<file path="src/sbi_defines.vh">
// Notes on behaviour
// - ownable negated forbids exclusive state, shared allowed
// - snoop hit on modified block asserts dirty-line
// - dirty-line asserted by third clock after latch
// - block write hitting modified: invalidate, no dirty-line
// - once granted, block write from original qword address
// - negate dirty-line after latch enable, before data
// - all parties synchronise on group hold during write-back
// - write-back drives complement of intercepted byte enables
// - other block writes enable all eight bytes
// - byte enables govern only the first qword
// - block read hit modified: dirty-line, grant, whole block
// - full block write hitting owned block: just invalidate
`ifndef SBI_DEFINES_VH
`define SBI_DEFINES_VH

`define SBI_AD_W 64
`define SBI_TYPE_HI 48
`define SBI_TYPE_LO 46
`define SBI_BE_HI 39
`define SBI_BE_LO 32
`define SBI_ADDR_HI 31
`define SBI_QW_HI 4
`define SBI_QW_LO 3
`define SBI_LINE_LO 5

`define SBI_TYPE_MEM_RD 3'h6
`define SBI_TYPE_MEM_WR 3'h7
`define SBI_BE_ALL 8'h00
`define SBI_BE_NONE 8'hFF

`define SBI_ST_INV 2'h0
`define SBI_ST_SHR 2'h1
`define SBI_ST_EXC 2'h2
`define SBI_ST_MOD 2'h3

`define SBI_QWORDS 3'h4

`endif

</file>
<file path="src/sbi_snoop_intervention.v">
`timescale 1ns/100ps
`default_nettype none
`include "sbi_defines.vh"

module sbi_snoop_intervention #(
  parameter INDEX_W = 6
) (
  input wire clock,
  input wire rst_n,
  input wire groupAddrLatchEn,
  input wire [63:0] adIn,
  input wire blockSizeInN,
  input wire groupSlaveAck,
  input wire groupTransferHold,
  input wire grantN,
  input wire exclusiveAllowed,
  input wire groupBlockCacheable,
  input wire groupSharedHit,
  input wire ownOp,
  input wire coreFillEn,
  input wire [INDEX_W-1:0] coreFillIndex,
  input wire [26-INDEX_W-1:0] coreFillTag,
  input wire [1:0] coreFillState,
  input wire [63:0] wbData,
  input wire wbDataValid,
  output reg dirtyLineN,
  output reg sharedHitN,
  output reg arbRequestN,
  output reg addrLatchEnN,
  output reg blockSizeN,
  output reg transferHoldN,
  output reg [63:0] adOut,
  output reg adOe,
  output reg fillDone,
  output reg [1:0] fillState,
  output reg wbReq,
  output reg [INDEX_W-1:0] wbIndex,
  output reg [1:0] wbQword
);

  localparam TAG_W = 26 - INDEX_W;
  localparam DW = TAG_W + 2;
  localparam TAG_LO = `SBI_LINE_LO + INDEX_W;

  localparam S_INIT = 3'h0;
  localparam S_IDLE = 3'h1;
  localparam S_LOOK = 3'h2;
  localparam S_ACK = 3'h3;
  localparam S_GNT = 3'h4;
  localparam S_ADDR = 3'h5;
  localparam S_DATA = 3'h6;

  // bus is synchronous to clock: one input register stage
  reg galeR;
  reg [63:0] adR;
  reg blkR;
  reg ackR;
  reg holdR;
  reg gntR;
  reg exclR;
  reg cacheR;
  reg shareR;

  reg [2:0] state;
  reg [INDEX_W-1:0] initCount;
  reg [INDEX_W-1:0] opIndex;
  reg [TAG_W-1:0] opTag;
  // address bit 31 is not in the tag: lines alias across the two halves
  reg opTop;
  reg [1:0] opQword;
  reg [7:0] opBe;
  reg [2:0] opType;
  reg opBlock;
  reg sawAck;
  reg [2:0] sent;
  reg ownExcl;
  reg ownCache;

  wire [DW-1:0] rdData;
  reg memWr;
  reg [INDEX_W-1:0] memWrAddr;
  reg [DW-1:0] memWrData;

  wire [TAG_W-1:0] lineTag = rdData[DW-1:2];
  wire [1:0] lineState = rdData[1:0];
  wire hit = (lineTag == opTag) && (lineState != `SBI_ST_INV);
  wire isWrite = (opType == `SBI_TYPE_MEM_WR);
  wire dataBeat = ackR && !holdR;

  function [1:0] fill_state;
    input [1:0] req;
    input excl;
    input cache;
    input shared;
    begin
      if (!cache) begin
        fill_state = `SBI_ST_INV;
      end else if ((req == `SBI_ST_EXC || req == `SBI_ST_MOD) && (!excl || shared)) begin
        fill_state = `SBI_ST_SHR;
      end else begin
        fill_state = req;
      end
    end
  endfunction

  sbi_tag_ram #(
    .AW(INDEX_W),
    .DW(DW)
  ) tagRam (
    .clock(clock),
    .wrEn(memWr),
    .wrAddr(memWrAddr),
    .wrData(memWrData),
    .rdAddr(adR[TAG_LO-1:`SBI_LINE_LO]),
    .rdData(rdData)
  );

  always @(posedge clock or negedge rst_n) begin
    if (!rst_n) begin
      galeR <= 1'b0;
      adR <= 64'h0;
      blkR <= 1'b0;
      ackR <= 1'b0;
      holdR <= 1'b0;
      gntR <= 1'b0;
      exclR <= 1'b0;
      cacheR <= 1'b0;
      shareR <= 1'b0;
    end else begin
      galeR <= groupAddrLatchEn;
      adR <= adIn;
      blkR <= !blockSizeInN;
      ackR <= groupSlaveAck;
      holdR <= groupTransferHold;
      gntR <= !grantN;
      exclR <= exclusiveAllowed;
      cacheR <= groupBlockCacheable;
      shareR <= groupSharedHit;
    end
  end

  // tag write port: reset sweep, snoop invalidate, else core fill
  always @* begin
    memWr = 1'b0;
    memWrAddr = coreFillIndex;
    memWrData = {coreFillTag, fill_state(coreFillState, ownExcl, ownCache, shareR)};
    if (state == S_INIT) begin
      memWr = 1'b1;
      memWrAddr = initCount;
      memWrData = {DW{1'b0}};
    end else if (state == S_LOOK && hit && isWrite && opBlock) begin
      memWr = 1'b1;
      memWrAddr = opIndex;
      memWrData = {opTag, `SBI_ST_INV};
    end else if (state == S_DATA && sent == `SBI_QWORDS) begin
      memWr = 1'b1;
      memWrAddr = opIndex;
      memWrData = {opTag, `SBI_ST_INV};
    end else if (coreFillEn) begin
      memWr = 1'b1;
    end
  end

  // cacheability of own operations, caught at the data beat
  always @(posedge clock or negedge rst_n) begin
    if (!rst_n) begin
      ownExcl <= 1'b0;
      ownCache <= 1'b0;
      fillDone <= 1'b0;
      fillState <= `SBI_ST_INV;
    end else begin
      if (ownOp && dataBeat) begin
        ownExcl <= exclR;
        ownCache <= cacheR;
      end
      fillDone <= coreFillEn && !(memWr && memWrAddr != coreFillIndex) && state != S_INIT
        && !(state == S_LOOK && hit && isWrite && opBlock)
        && !(state == S_DATA && sent == `SBI_QWORDS);
      fillState <= fill_state(coreFillState, ownExcl, ownCache, shareR);
    end
  end

  always @(posedge clock or negedge rst_n) begin
    if (!rst_n) begin
      state <= S_INIT;
      initCount <= {INDEX_W{1'b0}};
      opIndex <= {INDEX_W{1'b0}};
      opTag <= {TAG_W{1'b0}};
      opTop <= 1'b0;
      opQword <= 2'h0;
      opBe <= `SBI_BE_NONE;
      opType <= 3'h0;
      opBlock <= 1'b0;
      sawAck <= 1'b0;
      sent <= 3'h0;
      dirtyLineN <= 1'b1;
      sharedHitN <= 1'b1;
      arbRequestN <= 1'b1;
      addrLatchEnN <= 1'b1;
      blockSizeN <= 1'b1;
      transferHoldN <= 1'b1;
      adOut <= 64'h0;
      adOe <= 1'b0;
      wbReq <= 1'b0;
      wbIndex <= {INDEX_W{1'b0}};
      wbQword <= 2'h0;
    end else begin
      case (state)
        S_INIT: begin
          initCount <= initCount + {{(INDEX_W-1){1'b0}}, 1'b1};
          if (&initCount) begin
            state <= S_IDLE;
          end
        end
        S_IDLE: begin
          sawAck <= 1'b0;
          if (galeR && !ownOp) begin
            opIndex <= adR[TAG_LO-1:`SBI_LINE_LO];
            opTag <= adR[`SBI_ADDR_HI-1:TAG_LO];
            opTop <= adR[`SBI_ADDR_HI];
            opQword <= adR[`SBI_QW_HI:`SBI_QW_LO];
            opBe <= adR[`SBI_BE_HI:`SBI_BE_LO];
            opType <= adR[`SBI_TYPE_HI:`SBI_TYPE_LO];
            opBlock <= blkR;
            state <= S_LOOK;
          end
        end
        S_LOOK: begin
          state <= S_IDLE;
          if (hit && (opType == `SBI_TYPE_MEM_RD || opType == `SBI_TYPE_MEM_WR)) begin
            if (lineState == `SBI_ST_MOD && !(isWrite && opBlock)) begin
              dirtyLineN <= 1'b0;
              opBe <= isWrite ? ~opBe : `SBI_BE_ALL;
              state <= S_ACK;
            end else if (!isWrite && opBlock) begin
              sharedHitN <= 1'b0;
              state <= S_ACK;
            end
          end
        end
        S_ACK: begin
          if (ackR) begin
            sawAck <= 1'b1;
          end
          if (sawAck && !ackR) begin
            sharedHitN <= 1'b1;
            if (!dirtyLineN) begin
              arbRequestN <= 1'b0;
              state <= S_GNT;
            end else begin
              state <= S_IDLE;
            end
          end
        end
        S_GNT: begin
          if (gntR) begin
            addrLatchEnN <= 1'b0;
            blockSizeN <= 1'b0;
            adOe <= 1'b1;
            adOut <= {15'h0, `SBI_TYPE_MEM_WR, 6'h0, opBe, opTop, opTag, opIndex, opQword, 3'h0};
            wbReq <= 1'b1;
            wbIndex <= opIndex;
            wbQword <= opQword;
            sent <= 3'h0;
            state <= S_ADDR;
          end
        end
        S_ADDR: begin
          addrLatchEnN <= 1'b1;
          dirtyLineN <= 1'b1;
          arbRequestN <= 1'b1;
          adOut <= wbData;
          transferHoldN <= wbDataValid;
          state <= S_DATA;
        end
        S_DATA: begin
          if (sent == `SBI_QWORDS) begin
            adOe <= 1'b0;
            blockSizeN <= 1'b1;
            transferHoldN <= 1'b1;
            wbReq <= 1'b0;
            state <= S_IDLE;
          end else if (dataBeat && transferHoldN) begin
            sent <= sent + 3'h1;
            wbQword <= wbQword + 2'h1;
            transferHoldN <= 1'b0;
          end else begin
            adOut <= wbData;
            transferHoldN <= wbDataValid;
          end
        end
        default: begin
          state <= S_IDLE;
        end
      endcase
    end
  end

endmodule // sbi_snoop_intervention

`default_nettype wire

</file>
<file path="src/sbi_tag_ram.v">
`timescale 1ns/100ps
`default_nettype none

module sbi_tag_ram #(
  parameter AW = 6,
  parameter DW = 24
) (
  input wire clock,
  input wire wrEn,
  input wire [AW-1:0] wrAddr,
  input wire [DW-1:0] wrData,
  input wire [AW-1:0] rdAddr,
  output reg [DW-1:0] rdData
);

  reg [DW-1:0] mem [0:(1<<AW)-1];

  always @(posedge clock) begin
    if (wrEn) begin
      mem[wrAddr] <= wrData;
    end
    rdData <= mem[rdAddr];
  end

endmodule // sbi_tag_ram

`default_nettype wire

</file>
<file path="config.mk">
export PLATFORM = sky130hd
export DESIGN_NAME = sbi_snoop_intervention
export DESIGN_NICKNAME = d
export VERILOG_FILES = /design/src/sbi_snoop_intervention.v /design/src/sbi_tag_ram.v
export VERILOG_INCLUDE_DIRS = /design/src
export SDC_FILE = /design/constraint.sdc
export NUM_CORES = 2
export LEC_CHECK = 0
export BUFFER_PORTS_ARGS = -buffer_cell sky130_fd_sc_hd__buf_2
export CORE_MARGIN = 4
export CORE_UTILIZATION = 53
export CTS_CLUSTER_DIAMETER = 30
export DETAILED_ROUTE_END_ITERATION = 16
export GPL_TIMING_DRIVEN = 0
export PLACE_DENSITY = 0.73
export RECOVER_POWER = 100
export SLEW_MARGIN = 5
export SYNTH_ARGS = -nofsm -noshare
export SYNTH_HDL_FRONTEND = slang
export SYNTH_HIERARCHICAL = 1
export SYNTH_SLANG_ARGS = --single-unit
</file>
<file path="constraint.sdc">
create_clock -name clock -period 7.5 [get_ports clock]
set_clock_uncertainty 0.15 [all_clocks]
set_input_delay 0.75 -clock clock [delete_from_list [all_inputs] [get_ports clock]]
set_output_delay 0.75 -clock clock [all_outputs]
set_load 0.05 [all_outputs]
</file>
==> out/qor.yml <==
outcome:
  status: "finished with violations"
  violations: "capacitance limit, slew limit"
floorplanning:
  core.rowCount: 125
  ios: 252
  die_w_um: 351
  start_util: 0.535
  die_y_um: 351
  core_area_sq_um: 116000
  dieArea_sq_um: 123000
power:
  ir_worst_vdd_v: 0.000220
  leakage_nw: 26.3
  power_density_nw_per_um2: 385
setup_path:
  cp-start-kind: "register"
  cp_cell_sequence: "clkbuf_1 -> or3b_1 -> clkbuf_1 -> nor2_1 -> nand4_1 -> o21a_1 -> o221ai_1 -> nand3_1 -> nor2_1 -> clkbuf_1"
  crit_top_cell: "clkbuf_1"
  crit_type: "reg2reg"
  max_stage_delay_ps: 1330
  crit_slowest_cell: "nor2_1"
  worst-path-buf-inv: 3
  worstPathArrival_ps: 6990
  cp-end-kind: "register"
  path_max_fanout: 12
  critical_path_required_ps: 7800
  cpLargestDelayFamily: "simple AND/OR/NAND/NOR gates"
job:
  maxCapViolCount: 67
layout:
  syn2layout_area_growth_pct: 23.3
  layout_commonest_cell: "edfxtp_1"
  nNetsFinal: 3980
  final_cell_mix: "edfxtp_1 (1408), mux4_2 (352), clkbuf_16 (311), clkbuf_1 (272), nand2_1 (236)"
  fin_area_sq_um: 76700
  finalNonFillerCells: 5568
  seq_area_sq_um: 47400
  final_layout_size_suffix_gt1_frac: 0.290
  multiInputGateArea_sq_um: 14000
  fillerInstances: 7220
global_route:
  grt_pass1_vias: 37100
  gr-total-overflow: 0
  antenna_found_initial: 7
  grtUsageTotal: 0.303
  grt_pass1_wl_um: 263000
  grt_max_degree: 117
clock_tree:
  h-tree-depth: 5
  insertion_delay_ps: 870
  clock_sink_count: 1616
  cts_tree: "built"
  clkTransAtPathRegs_ps: 50
  cts_root_buf: "clkbuf_16"
  cts_buffers: 309
  cts_buffer_depth: 4
  post_cts_buffers: 0
synth:
  synth_nets: 3282
  yosysTopAreaCellShare: 0.680
  synthCells: 3110
  ys_seq_area_frac: 0.762
  async_flop_share: 0.115
  synth-edff-count: 1408
  synth_top_flop_cell: "edfxtp_1"
  yosys_warnings: 6
  syn_avg_cell_area_sq_um: 20.0
  synth.area.top_cells: "edfxtp_1 (68%), mux4_2 (13%), dfrtp_1 (6.9%)"
  syn-cell-area_sq_um: 62200
  synth.distinct_cells: 56
  yosysTopAreaCell: "edfxtp_1"
  ys_seq_elements: 1616
sta:
  worst_slack_ps: 810
  fin_crit_sh: 0.892
  final.min_clock_period_ps: 6690
  worstMarginPinSlew_ps: 3900
  fmax_mhz: 149
  rsz0062_at_grt: "false"
  hold_viol: 0
  finalSetupTns_ps: 0
  finalSetupViolCount: 0
  slew_headroom: -1.60
  slew_viol_final: 1509
drt:
  wl_per_cell_um: 33.2
  top_layer: "met5"
  wl_met3_um: 23500
  post_drt_via_cell_ratio: 6.50
  drtAntennaViolNets: 0
  vias: 36200
  wl_met1_um: 62200
  dr.pass1.iters: 8
  drtIter0Drc: 4703
  wl_met2_um: 85800
  drc: 0
  wl_um: 185000
hold_path:
  hold_class: "in2reg"
place:
  io_buffer_count: 227
  detailed_place_hpwl_um: 113000
  dp_worst_setup_slack_ps: 1790
  place_congestion: 0.929
  postPlaceCellArea_sq_um: 67200
  placedCellCount: 4920
==> layer usage <==
layer | global-route usage | vias up
met2 | 0.473 | 2836
met1 | 0.378 | 18500
met4 | 0.178 | 8
li1 | - | 14200
met3 | 0.0917 | 633
met5 | 0 | -
==> cell usage after synthesis, types with 9 or more instances <==
library cell	number
a211oi_1	15
o221ai_1	19
buf_4	34
edfxtp_1	1408
a31oi_1	43
dfrtp_1	172
nand3_1	60
a22oi_1	44
nor2_1	129
o21ai_0	45
mux4_2	352
nand2_1	236
mux2_2	62
buf_2	48
dfxtp_1	22
a221oi_1	20
xor2_1	9
a21oi_1	24
xnor2_1	17
and3_1	12
mux2i_1	91
dfstp_2	14
clkbuf_1	88
nor2b_1	19
a22o_1	24
==> worst paths after layout <==
kind / startpoint / end / slack, ps / cells past startpoint
min in group asynchronous: rst_n / adOut[62]$_DFFE_PN0P_ / 1650 / 2
worst min-delay path: wbData[16] / adOut[16]$_DFFE_PN0P_ / 40 / 3
worst max register to register: state[1]$_DFFE_PN0P_ / tagRam/mem[1][10]$_DFFE_PP_ / 810 / 10
worst min register to register: adR[23]$_DFF_PN0_ / opTag[12]$_DFFE_PN0P_ / 290 / 1
max in group asynchronous: rst_n / state[2]$_DFFE_PN0P_ / 3310 / 2
worst max-delay path: state[1]$_DFFE_PN0P_ / tagRam/mem[1][10]$_DFFE_PP_ / 810 / 10
==> kinds of logic after synthesis <==
kind of cell / synth area share
compound gates: 0.0297
xor+xnor: 0.00366
fa+ha+maj: 0.000604
buf+inv: 0.0145
flops: 0.762
mux: 0.153
simple gates: 0.0363
==> metrics by stage <==
| stage | utilization | total power, mW | hold WS [ps] |
|---|---|---|---|
| finish | 0.659 | 29.6 | 39.8 |
| global route | 0.659 | 30.4 | 19.3 |
| CTS | 0.673 | 29.9 | 2.22 |
| detailed placement | 0.578 | 16.6 | 300 |
| global placement | 0.561 | 16.0 | 296 |
| floorplan | - | 14.3 | 304 |
==> power by group <==
| group | switching, mW | internal [mW] |
|---|---|---|
| Sequential | 0.487 | 11.3 |
| Clock | 4.63 | 8.66 |
| Combinational | 3.43 | 1.07 |
| Total | 8.55 | 21.0 |
==> what timing repair did <==
| item | in CTS | in global routing |
|---|---|---|
| hold buffers | 101 | 0 |
| hold endpoints to repair | 169 | 0 |
| resized for setup | 0 | 0 |
==> area by class of cell <==
type,instances,share of cell area
Clock inverter,202,0.0276
Antenna cell,6,0.000196
Timing Repair Buffer,387,0.0322
Inverter,5,0.000245
Tap cell,1524,0.0249
Multi-Input combinational cell,1311,0.183
Buffer,178,0.0110
Clock buffer,339,0.103
Sequential cell,1616,0.618
==> flip-flops by register name (all words and copies together) (netlist names), 2 cells and up <==
name,flops
fillState,2
opIndex,6
tagRam/rdData,22
opTag,20
sent,3
opQword,2
opType,3
adR,40
tagRam/mem,1408
adOut,64
opBe,8
wbIndex,6
initCount,6
state,3
wbQword,2
==> worst min-delay path: cells and delay by family <==
family	cells	cell delay, ps
buf+inv	1	90
compound gates	1	80
simple gates	1	60
(Power assumes the default switching activity.)
